`src/rtl/fbi_pkg.sv`:
```
// Constants, opcodes, register map and state carrier of the 4-bit core.
// Assumes one clock domain and ROM/RAM that answer within the cycle.
package fbi_pkg;

    localparam int PC_W = 11;
    localparam int ROM_W = 9;
    localparam int BUS_AW = 8;

    // Register map, byte addresses
    localparam logic [7:0] REG_STATUS = 8'h00;
    localparam logic [7:0] REG_CLR = 8'h04;
    localparam logic [7:0] REG_EN = 8'h08;
    localparam logic [7:0] REG_CTRL = 8'h0C;
    localparam logic [7:0] REG_CORE = 8'h10;
    localparam logic [7:0] REG_CFG = 8'h14;
    localparam int EV_T1 = 0;
    localparam int EV_T2 = 1;
    localparam int CTRL_RUN = 0;

    // Opcode fields: upper bits of the first word
    localparam logic [4:0] OPH_BL = 5'h03;
    localparam logic [4:0] OPH_A = 5'h06;
    localparam logic [4:0] OPH_BML = 5'h07;
    localparam logic [4:0] OPH_TABLE_REFERENCE_OP = 5'h08;
    localparam logic [4:0] OPH_LA = 5'h0A;
    localparam logic [2:0] OPH_LXY = 3'h3;
    localparam logic [3:0] BM_PAGE = 4'h2;
    // Whole-word opcodes
    localparam logic [8:0] OP_NOP = 9'h000;
    localparam logic [8:0] OP_BA = 9'h001;
    localparam logic [8:0] OP_AM = 9'h00A;
    localparam logic [8:0] OP_BLA = 9'h010;
    localparam logic [8:0] OP_TDA = 9'h020;
    localparam logic [8:0] OP_SZC = 9'h021;
    localparam logic [8:0] OP_TMA = 9'h022;
    localparam logic [8:0] OP_T2AB = 9'h023;
    localparam logic [8:0] OP_TBA = 9'h040;
    localparam logic [8:0] OP_TAM = 9'h041;
    localparam logic [8:0] OP_SC = 9'h042;
    localparam logic [8:0] OP_RC = 9'h043;
    localparam logic [8:0] OP_RT = 9'h044;
    localparam logic [8:0] OP_RTS = 9'h045;
    localparam logic [8:0] OP_TIMER_ONE_LOAD_OP = 9'h046;
    localparam logic [8:0] OP_TIMER_ONE_FLAG_TEST_OP = 9'h047;
    localparam logic [8:0] OP_SNZT2 = 9'h048;
    localparam logic [8:0] OP_TIMER_CTRL_ONE_LOAD_OP = 9'h049;
    localparam logic [8:0] OP_TV2A = 9'h04A;
    localparam logic [8:0] OP_TLOA = 9'h04B;
    localparam logic [8:0] OP_LOGIC_OPERATION_OP = 9'h04C;
    localparam logic [8:0] OP_TPU0A = 9'h04D;
    localparam logic [8:0] OP_TPU1A = 9'h04E;
    localparam logic [8:0] OP_URSC = 9'h04F;
    localparam logic [8:0] OP_BMLA = 9'h050;
    localparam logic [1:0] LO_XOR = 2'h0;
    localparam logic [1:0] LO_OR = 2'h1;
    localparam logic [1:0] SP_RST = 2'h3;

    typedef enum logic [1:0] {PH_EXEC, PH_WORD2, PH_TAB, PH_RET} fbi_phase_type;

    typedef struct packed {
        logic [7:0]  addr;
        logic [31:0] wdata;
        logic        wr;
        logic        rd;
    } fbi_bus_req_type;

    typedef struct packed {
        fbi_phase_type   phase;
        logic            kill;
        logic            skip;
        logic [3:0]      page;
        logic [6:0]      inpage;
        logic [1:0]      sp;
        logic [3:0][10:0] stack;
        logic [3:0]      a;
        logic [3:0]      b;
        logic [1:0]      x;
        logic [3:0]      y;
        logic [2:0]      dr;
        logic            cy;
        logic            rom_top_bit_enable;
        logic [8:0]      w1;
        logic [2:0]      tc1;
        logic [3:0]      tc2;
        logic [1:0]      lo;
        logic [3:0]      pd_lo;
        logic [3:0]      pd_hi;
        logic [7:0]      t1_cnt;
        logic [7:0]      t1_rel;
        logic [7:0]      t2_cnt;
        logic [7:0]      t2_rel;
        logic            t1f;
        logic            t2f;
        logic [1:0]      ev_stat;
        logic [1:0]      ev_en;
        logic            run;
        logic [31:0]     rdata;
    } fbi_state_type;

    localparam fbi_state_type STATE_RST = '{phase: PH_EXEC, sp: SP_RST, run: 1'b1, default: '0};

endpackage

```
`src/rtl/fbi_core.sv`:
```
// Instruction execution core of the 4-bit controller: sequencing, stack,
// timers, control registers and a small software port.
// Assumes rom_data and ram_rdata answer combinationally to their addresses.
//
// How it works
// - A true skip voids the next instruction; the counter still steps by one.
// - A voided instruction other than a table read or return keeps its own cycle count.
// - A voided table read, return or return-with-skip takes one cycle.
// - Counter is 4-bit page plus 7-bit in-page; short jumps keep page.
// - Four 11-bit stack entries, 2-bit index; push pre-increments, pop post-decrements.
// - RAM address is row register above column register, six bits.
// - Table read moves ROM bits to B and A, top bit to carry if enabled.
// - Timer-1 load while stopped writes reload and counter.
// - Timer-1 load while running writes only the reload.
// - Timer-1 flag test skips when set and clears the flag.
// - Timer-2 has its own underflow flag and skip test.
// - Two-bit select picks XOR, OR or AND for the logic operation.
// - Timer control one is three bits from A, control two four bits.
// - Each pull-down control register loads four bits from A.
// - A pull-down bit enables both pull-down and key-on wakeup.
//
// Decided for this implementation: strobed register access and the register offsets.
`timescale 1ns/1ps
module fbi_core
    import fbi_pkg::*;
(
    input  wire logic                    clk,
    input  wire logic                    resetn,
    input  wire fbi_pkg::fbi_bus_req_type bus_req,
    output logic [31:0]                  rd_data,
    output logic                         irq,
    output logic [fbi_pkg::PC_W-1:0]     rom_addr,
    input  wire logic [fbi_pkg::ROM_W-1:0] rom_data,
    output logic [5:0]                   ram_addr,
    input  wire logic [3:0]              ram_rdata,
    output logic [3:0]                   ram_wdata,
    output logic                         ram_we,
    output logic [7:0]                   pulldown_en,
    output logic [7:0]                   wakeup_en
);
    import fbi_pkg::*;

    fbi_state_type s_r;
    fbi_state_type s_nxt;
    logic [10:0]   pc;
    logic [10:0]   pc1;
    logic [8:0]    op;
    logic          is_two;
    logic          is_ret;
    logic          exec;
    logic          t1_uf;
    logic          t2_uf;
    logic [1:0]    sp_inc;
    logic [4:0]    sum;
    logic          we_c;

    assign pc = {s_r.page, s_r.inpage};
    assign pc1 = pc + 11'h001;
    assign op = rom_data;
    assign exec = (s_r.phase == PH_EXEC) && s_r.run;
    assign sp_inc = s_r.sp + 2'h1;
    assign t1_uf = s_r.tc1[0] && (s_r.t1_cnt == 8'h00);
    assign t2_uf = s_r.tc2[0] && (s_r.t2_cnt == 8'h00);
    assign is_two = (op == OP_BA) || (op == OP_BLA) || (op == OP_BMLA)
                    || (op[8:4] == OPH_BL) || (op[8:4] == OPH_BML);
    assign is_ret = (op[8:4] == OPH_TABLE_REFERENCE_OP) || (op == OP_RT) || (op == OP_RTS);

    // Table read points the counter at the looked-up word, so one path serves both
    assign rom_addr = pc;
    assign ram_addr = {s_r.x, s_r.y};
    assign ram_wdata = s_r.a;
    assign ram_we = we_c;
    assign rd_data = s_r.rdata;
    assign irq = |(s_r.ev_stat & s_r.ev_en);
    assign pulldown_en = {s_r.pd_hi, s_r.pd_lo};
    assign wakeup_en = {s_r.pd_hi, s_r.pd_lo};

    always_comb begin
        s_nxt = s_r;
        we_c = 1'b0;
        sum = {1'b0, s_r.a} + {1'b0, op[3:0]};

        // Timers count every clock while their run bit is set
        if (s_r.tc1[0]) begin
            s_nxt.t1_cnt = t1_uf ? s_r.t1_rel : s_r.t1_cnt - 8'h01;
        end
        if (s_r.tc2[0]) begin
            s_nxt.t2_cnt = t2_uf ? s_r.t2_rel : s_r.t2_cnt - 8'h01;
        end

        case (s_r.phase)
            PH_EXEC: begin
                if (s_r.run) begin
                    {s_nxt.page, s_nxt.inpage} = pc1;
                    s_nxt.skip = 1'b0;
                    s_nxt.w1 = op;
                    if (s_r.skip) begin
                        if (is_two) begin
                            s_nxt.phase = PH_WORD2;
                            s_nxt.kill = 1'b1;
                        end
                        // Voided table read or return ends here
                        if (is_ret) begin
                            s_nxt.phase = PH_EXEC;
                        end
                    end else if (is_two) begin
                        s_nxt.phase = PH_WORD2;
                    end else if (op[8]) begin
                        if (op[7]) begin
                            s_nxt.inpage = op[6:0];
                        end else begin
                            s_nxt.sp = sp_inc;
                            s_nxt.stack[sp_inc] = pc1;
                            s_nxt.page = BM_PAGE;
                            s_nxt.inpage = op[6:0];
                        end
                    end else if (op[8:4] == OPH_TABLE_REFERENCE_OP) begin
                        s_nxt.sp = sp_inc;
                        s_nxt.stack[sp_inc] = pc1;
                        s_nxt.page = op[3:0];
                        s_nxt.inpage = {s_r.dr, s_r.a};
                        s_nxt.phase = PH_TAB;
                    end else if (op[8:4] == OPH_LA) begin
                        s_nxt.a = op[3:0];
                    end else if (op[8:4] == OPH_A) begin
                        s_nxt.a = sum[3:0];
                        s_nxt.skip = ~sum[4];
                    end else if (op[8:6] == OPH_LXY) begin
                        s_nxt.x = op[5:4];
                        s_nxt.y = op[3:0];
                    end else begin
                        case (op)
                            OP_AM: s_nxt.a = s_r.a + ram_rdata;
                            OP_TDA: s_nxt.dr = s_r.a[2:0];
                            OP_SZC: s_nxt.skip = ~s_r.cy;
                            OP_TMA: we_c = 1'b1;
                            OP_TBA: s_nxt.b = s_r.a;
                            OP_TAM: s_nxt.a = ram_rdata;
                            OP_SC: s_nxt.cy = 1'b1;
                            OP_RC: s_nxt.cy = 1'b0;
                            OP_RT, OP_RTS: begin
                                {s_nxt.page, s_nxt.inpage} = s_r.stack[s_r.sp];
                                s_nxt.sp = s_r.sp - 2'h1;
                                s_nxt.skip = (op == OP_RTS);
                                s_nxt.phase = PH_RET;
                            end
                            OP_TIMER_ONE_LOAD_OP: begin
                                s_nxt.t1_rel = {s_r.b, s_r.a};
                                if (!s_r.tc1[0]) begin
                                    s_nxt.t1_cnt = {s_r.b, s_r.a};
                                end
                            end
                            OP_T2AB: begin
                                s_nxt.t2_rel = {s_r.b, s_r.a};
                                s_nxt.t2_cnt = {s_r.b, s_r.a};
                            end
                            OP_TIMER_ONE_FLAG_TEST_OP: begin
                                s_nxt.skip = s_r.t1f;
                                s_nxt.t1f = 1'b0;
                            end
                            OP_SNZT2: begin
                                s_nxt.skip = s_r.t2f;
                                s_nxt.t2f = 1'b0;
                            end
                            OP_TIMER_CTRL_ONE_LOAD_OP: s_nxt.tc1 = s_r.a[2:0];
                            OP_TV2A: s_nxt.tc2 = s_r.a;
                            OP_TLOA: s_nxt.lo = s_r.a[1:0];
                            OP_LOGIC_OPERATION_OP: begin
                                case (s_r.lo)
                                    LO_XOR: s_nxt.a = s_r.a ^ ram_rdata;
                                    LO_OR: s_nxt.a = s_r.a | ram_rdata;
                                    default: s_nxt.a = s_r.a & ram_rdata;
                                endcase
                            end
                            OP_TPU0A: s_nxt.pd_lo = s_r.a;
                            OP_TPU1A: s_nxt.pd_hi = s_r.a;
                            OP_URSC: s_nxt.rom_top_bit_enable = 1'b1;
                            default: s_nxt.kill = s_r.kill;
                        endcase
                    end
                end
            end
            PH_WORD2: begin
                {s_nxt.page, s_nxt.inpage} = pc1;
                s_nxt.phase = PH_EXEC;
                s_nxt.kill = 1'b0;
                if (!s_r.kill) begin
                    if ((s_r.w1[8:4] == OPH_BML) || (s_r.w1 == OP_BMLA)) begin
                        s_nxt.sp = sp_inc;
                        s_nxt.stack[sp_inc] = pc1;
                    end
                    if ((s_r.w1 == OP_BA) || (s_r.w1 == OP_BLA) || (s_r.w1 == OP_BMLA)) begin
                        s_nxt.inpage = {op[6:4], s_r.a};
                    end else begin
                        s_nxt.inpage = op[6:0];
                    end
                    // Long forms also load the page
                    if ((s_r.w1 == OP_BLA) || (s_r.w1 == OP_BMLA)) begin
                        s_nxt.page = op[3:0];
                    end else if (s_r.w1 != OP_BA) begin
                        s_nxt.page = s_r.w1[3:0];
                    end
                end
            end
            PH_TAB: begin
                s_nxt.b = op[7:4];
                s_nxt.a = op[3:0];
                if (s_r.rom_top_bit_enable) begin
                    s_nxt.cy = op[8];
                end
                {s_nxt.page, s_nxt.inpage} = s_r.stack[s_r.sp];
                s_nxt.sp = s_r.sp - 2'h1;
                s_nxt.phase = PH_RET;
            end
            PH_RET: s_nxt.phase = PH_EXEC;
            default: s_nxt.phase = PH_EXEC;
        endcase

        // Software port; event clears come before sets so a new event survives
        s_nxt.rdata = 32'h0000_0000;
        if (bus_req.wr) begin
            case (bus_req.addr)
                REG_CLR: s_nxt.ev_stat = s_r.ev_stat & ~bus_req.wdata[1:0];
                REG_EN: s_nxt.ev_en = bus_req.wdata[1:0];
                REG_CTRL: s_nxt.run = bus_req.wdata[CTRL_RUN];
                default: s_nxt.rdata = 32'h0000_0000;
            endcase
        end
        if (bus_req.rd) begin
            case (bus_req.addr)
                REG_STATUS: s_nxt.rdata = {30'h0, s_r.ev_stat};
                REG_EN: s_nxt.rdata = {30'h0, s_r.ev_en};
                REG_CTRL: s_nxt.rdata = {31'h0, s_r.run};
                REG_CORE: s_nxt.rdata = {6'h0, s_r.skip, s_r.cy, s_r.b, s_r.a,
                                         2'h0, s_r.sp, 1'b0, pc};
                REG_CFG: s_nxt.rdata = {9'h0, s_r.t2f, s_r.t1f, s_r.rom_top_bit_enable, s_r.pd_hi,
                                        s_r.pd_lo, s_r.tc2, 1'b0, s_r.tc1, 2'h0, s_r.lo};
                default: s_nxt.rdata = 32'h0000_0000;
            endcase
        end
        if (t1_uf) begin
            s_nxt.t1f = 1'b1;
            s_nxt.ev_stat[EV_T1] = 1'b1;
        end
        if (t2_uf) begin
            s_nxt.t2f = 1'b1;
            s_nxt.ev_stat[EV_T2] = 1'b1;
        end
    end

    always_ff @(posedge clk) begin
        if (!resetn) begin
            s_r <= STATE_RST;
        end else begin
            s_r <= s_nxt;
        end
    end
endmodule // fbi_core

```
`config.mk`:
```
export PLATFORM = sky130hd
export DESIGN_NAME = fbi_core
export DESIGN_NICKNAME = d
export VERILOG_FILES = /design/src/rtl/fbi_pkg.sv /design/src/rtl/fbi_core.sv
export SDC_FILE = /design/constraint.sdc
export NUM_CORES = 1
export LEC_CHECK = 0
export ABC_AREA = 1
export BUFFER_PORTS_ARGS = -buffer_cell sky130_fd_sc_hd__buf_2
export CORE_MARGIN = 2
export CORE_UTILIZATION = 45
export DETAILED_ROUTE_END_ITERATION = 12
export PLACE_DENSITY_LB_ADDON = 0.1
export SYNTH_ARGS = -nofsm -noshare
export SYNTH_HDL_FRONTEND = slang
export SYNTH_SLANG_ARGS = --single-unit
```
`constraint.sdc`:
```
create_clock -name clk -period 2.35 [get_ports clk]
set_clock_uncertainty 0.2 [all_clocks]
set_input_delay 0 -clock clk [delete_from_list [all_inputs] [get_ports clk]]
set_output_delay 0 -clock clk [all_outputs]
set_load 0.005 [all_outputs]
```
# Word level (Yosys, flattened, before mapping)
# Index checks and enable logic that the tools add are counted.
# word_totals
input_bits	57
output_inout_bits	71
regBits	177
# classes
add_sub_neg	7
eq_ne	87
n_bitwise	15
n_reduce_logical	59
order_cmp	3
n_mux	114
# op_table
op	count
$mux W51	7
$mux W17	16
$eq A9 B7 Y1 const B	18
$mux W140	1
$pmux W26 S5	1
$reduce_and A10 Y1	12
$mux W57	2
$mux W46	2
$pmux W44 S2	1
$mux W78	1
$mux W77	1
$mux W8	8
$mux W4	13
$bwmux W44	1
$mux W44	1
$ne A2 B2 Y1 const B	21
$mux W13	3
$pmux W13 S3	1
$mux W19	2
$mux W37	1
$eq A9 B6 Y1 const B	4
$mux W34	1
$mux W16	2
$mux W32	1
other kinds (64)	164

# Logic depth before layout (Yosys ltp)
# depth
depth_word	29
mapped_depth	16

# Least setup slack after synthesis
# No wires, ideal clock.
# synth_path
kind	register to register
startpoint	reg s_r[175] (netlist bit)
endpoint	reg s_r[160] (netlist bit)
arrival_time_ns	1.809
required_time_ns	2.018
path_slack_ns	0.209
path_stages_with_launch	13
synth_period_minus_slack_ns	2.141
path_cell_list	dfxtp_1 > inv_1 > ha_1 > buf_2 > nand2_1 > inv_2 > a21oi_1 > inv_1 > buf_2 > o211ai_1 > nor2_1 > nand3_1 > nand3_1
# synth_via
elab_chain_len	3
elab_cells_between_ends	16
classes_between	eq/ne (12); mux (1); reduce/logical (3)
# synth_rtl
element	line_no	text
start, declared	fbi_core.sv:43	fbi_state_type s_r;
start signal, assigned	fbi_core.sv:255	s_r <= s_nxt;
$eq A2 B1 Y1 (tied with other cells)	fbi_core.sv:91	case (s_r.phase)
$ne A2 B2 Y1 (no source line) (tied with other cells)	-	
$reduce_and A11 Y1 (no source line)	-	
# Parallel ways exist; a longest one is shown, timed or not.
# A chain may end at the register's enable or synchronous reset.

# Worst setup path in the final report
# layout_path
startpoint	in rom_data[5] (netlist bit)
endpoint	out ram_we
# layout_via
elab_chain_len	11
elab_cells_between_ends	23
classes_between	eq/ne (9); mux (10); reduce/logical (4)
# layout_rtl
element	line_no	text
start, declared	fbi_core.sv:33	input wire logic [fbi_pkg::ROM_W-1:0] rom_data,
$eq A9 B6 Y1	fbi_core.sv:132	case (op)
$mux W1	fbi_core.sv:132	
$mux W1	fbi_core.sv:128	end else if (op[8:6] == OPH_LXY) begin
$mux W1	fbi_core.sv:125	end else if (op[8:4] == OPH_A) begin
$mux W1	fbi_core.sv:123	end else if (op[8:4] == OPH_LA) begin
$mux W1	fbi_core.sv:117	end else if (op[8:4] == OPH_TABLE_REFERENCE_OP) begin
$mux W1	fbi_core.sv:108	end else if (op[8]) begin
$mux W1 (*)	fbi_core.sv:106	end else if (is_two) begin
$mux W1 (*)	fbi_core.sv:97	if (s_r.skip) begin
$mux W1 (*)	fbi_core.sv:93	if (s_r.run) begin
$mux W1 (*)	fbi_core.sv:91	
end, declared	fbi_core.sv:37	output logic ram_we,
# Mark *: on every way between the ends. The rest lies on a longest branch, timed or not.

==> qor.yml <==
run_status:
  status: "finished, final reports clean"
grt:
  first_global_vias: 10010
  grt_max_degree: 74
  track_usage_pct: 29.1
  antenna_found_initial: 0
  grt_overflow: 0
  grt_pass1_wl_um: 56100
floorplanning:
  ios: 128
  die_area_sq_um: 25100
  fp-row-count: 56
  die_h_um: 158
  die-width_um: 158
  core_area_sq_um: 23400
  start_util_pct: 45.8
clocking:
  numCtsBuffers: 17
  clkSlewWorstSetupHoldPaths_ns: 0.07
  cts_max_path_buffers: 2
  postCtsSetupRepairBufs: 0
  clock_sinks: 171
  cts_tree: "yes"
  clk-insertion-delay-late_ns: 0.44
  htreeDepth: 4
  cts_root_buf: "clkbuf_16"
place:
  dp_slack_ns: 0.169
  portBuffers: 91
  hpwl_um: 26000
  place_inst: 2026
  routabilityCongestion: 1.01
  placed_area_sq_um: 11400
final_layout:
  drive_gt1_share_pct: 15.3
  multiInputGateArea_sq_um: 5770
  seqCellArea_sq_um: 3420
  nFillCells: 2463
  layout.nets: 1844
  finalNonFillerCells: 2093
  fin_area_sq_um: 12400
  area_growth_pct: 15.5
  num_antenna_cells: 0
yosys:
  synthTopCellsByArea: "dfxtp_1, nand2_1, a21oi_1, nor2_1, inv_1"
  synth-edff-count: 0
  synth_top_area_share_pct: 31.9
  synth-seq-cells: 171
  synth_warnings: 0
  syn-cell-area_sq_um: 10700
  syn_avg_cell_area_sq_um: 6.40
  synth_cell_types: 54
  async_flop_share_pct: 0
  ys_seq_area_share_pct: 31.9
  yosys.area.top_type: "dfxtp_1"
  syn_inst: 1673
  synthFlopType: "dfxtp_1"
timing:
  setup_slack_ns: 0.0852
  fin_crit_ns: 2.26
  slew_headroom_pct: 16.6
  worst_pin_slew_ns: 1.24
  setup_viol: 0
  fmax_ghz: 0.442
  final_max_slew_viol_count: 0
  tns_ns: 0
  layout_worst_path_cycle_share_pct: 96.4
  hold_viol: 0
  rsz0062_at_grt: "yes"
worst_setup_path:
  cp-startpoint: "rom_data[5]"
  cp-start-kind: "input pin"
  cp_cell_sequence: "dlygate4sd3_1, buf_2, inv_2, nand2_1, nor2_2, nand2_2, nand2_2, nand2_4, nand2_4, buf_4, nor4_2, buf_2"
  cpPeakStageDelay_ns: 0.52
  path_buf_inv: 5
  crit_path_top_delay_cell: "dlygate4sd3_1"
  required_ns: 2.15
  crit_arrival_ns: 2.06
  timing_worst_setup_path_type: "in2out"
  crit_path_max_fanout: 9
  critPathCaptureType: "primary output"
  r2r_start: "s_r[175]"
  path_delay_family: "buffers and inverters"
route:
  drc: 0
  drt_iter0_drc: 954
  routed_wl_um: 36200
  vias: 11182
  wl_per_cell_um: 17.3
  drt_pass1_iterations: 5
  vias_per_cell: 5.34
  drtAntennaViolNets: 0
power:
  p_leak_nw: 5.66
  powerDensity_nw_per_um2: 1010
  ir_worst_vdd_uv: 556
  p_total_mw: 12.5
hold_path:
  holdCritStartpoint: "bus_req[40]"
  hp-class: "in2reg"
run:
  cap_violations: 0
logic make-up after synthesis:
kind of cell / synth area share (%)
flops: 31.9
fa+ha+maj: 3.18
other cells: 0.0350
xor+xnor: 0.899
simple gates: 29.4
compound gates: 19.8
buf+inv: 14.7
per-layer routing:
metal | vias to the layer above | GRT usage (%) | part of all wire [%]
met5 | - | 0 | 0
met4 | 0 | 9.74 | 2.3
met3 | 66 | 4.60 | 8.0
met2 | 477 | 45.5 | 44
met1 | 5085 | 40.9 | 46
li1 | 5554 | - | -
power by group:
| part | switching (mW) | leakage [nW] | internal (mW) |
|---|---|---|---|
| registers | 0.443 | 1.39 | 3.33 |
| logic | 3.83 | 3.99 | 2.03 |
| clock network | 1.32 | 0.282 | 1.57 |
sequential cells by signal (all words and copies together), names as in the netlist:
| register | count |
|---|---|
| s_r | 116 |
| ram_wdata | 4 |
| rom_addr | 11 |
| ram_addr | 6 |
| pulldown_en | 8 |
| rd_data | 26 |
cell usage after synthesis (16+ instances only):
cell type    n
nor3_1      18
a21oi_1    202
clkbuf_1    51
o22ai_1     18
nor2_1     210
o211ai_1    16
dfxtp_1    171
o21ai_0    117
inv_2       16
buf_4       75
nand3_1    110
nand2_1    355
ha_1        24
inv_1      162
buf_2       16
cell usage in the layout (no fill, tap or decap), types with 8 or more instances in the layout:
cell type,netlist,layout
o22ai_1,18,18
xor2_1,10,10
inv_1,162,161
nand4_1,12,12
dfxtp_1,171,171
nor2_1,210,206
o211ai_1,16,16
nor2_2,5,8
nand3_1,110,110
dlygate4sd3_1,0,35
o21ai_0,117,115
clkbuf_16,0,17
a21oi_1,202,201
ha_1,24,23
buf_4,75,80
nand2_1,355,352
buf_2,16,91
nand2_2,9,12
nor3_1,18,18
inv_2,16,17
o21ai_1,6,8
through the flow:
step                      utilization (%)  hold WS [ns]
after CTS                            52.8        0.0278
after global placement               48.7        0.0889
final                                52.9        0.0469
after floorplan                         -       -0.0615
after global routing                 52.9        0.0949
after detailed placement             48.7        0.0927
path summary, 6_finish.rpt:
path                end  cells after the start  slack (ns)
max reg2reg    s_r[158]                     10        0.17
min          rd_data[1]                      8        0.05
min reg2reg     s_r[58]                      2        0.24
max              ram_we                     12        0.09
tightest hold or removal path: cells and delay by family:
kind | cells | cell delay, ns
compound gates | 1 | 0.20
buf+inv | 3 | 0.20
simple gates | 4 | 0.22
repair_timing:
action	CTS	global route
setup endpoints to repair	1	34
hold buffers	35	0
hold endpoints to repair	101	0
pin swaps	0	1
gates resized for setup	1	13
layout make-up:
| cell class | instances | area share, % |
|---|---|---|
| Clock inverter | 11 | 0.890 |
| Multi-Input combinational cell | 1177 | 46.6 |
| Inverter | 182 | 5.58 |
| Sequential cell | 171 | 27.7 |
| Clock buffer | 21 | 3.80 |
| Timing Repair Buffer | 212 | 12.3 |
| Tap cell | 319 | 3.22 |
(Power assumes the default switching activity.)
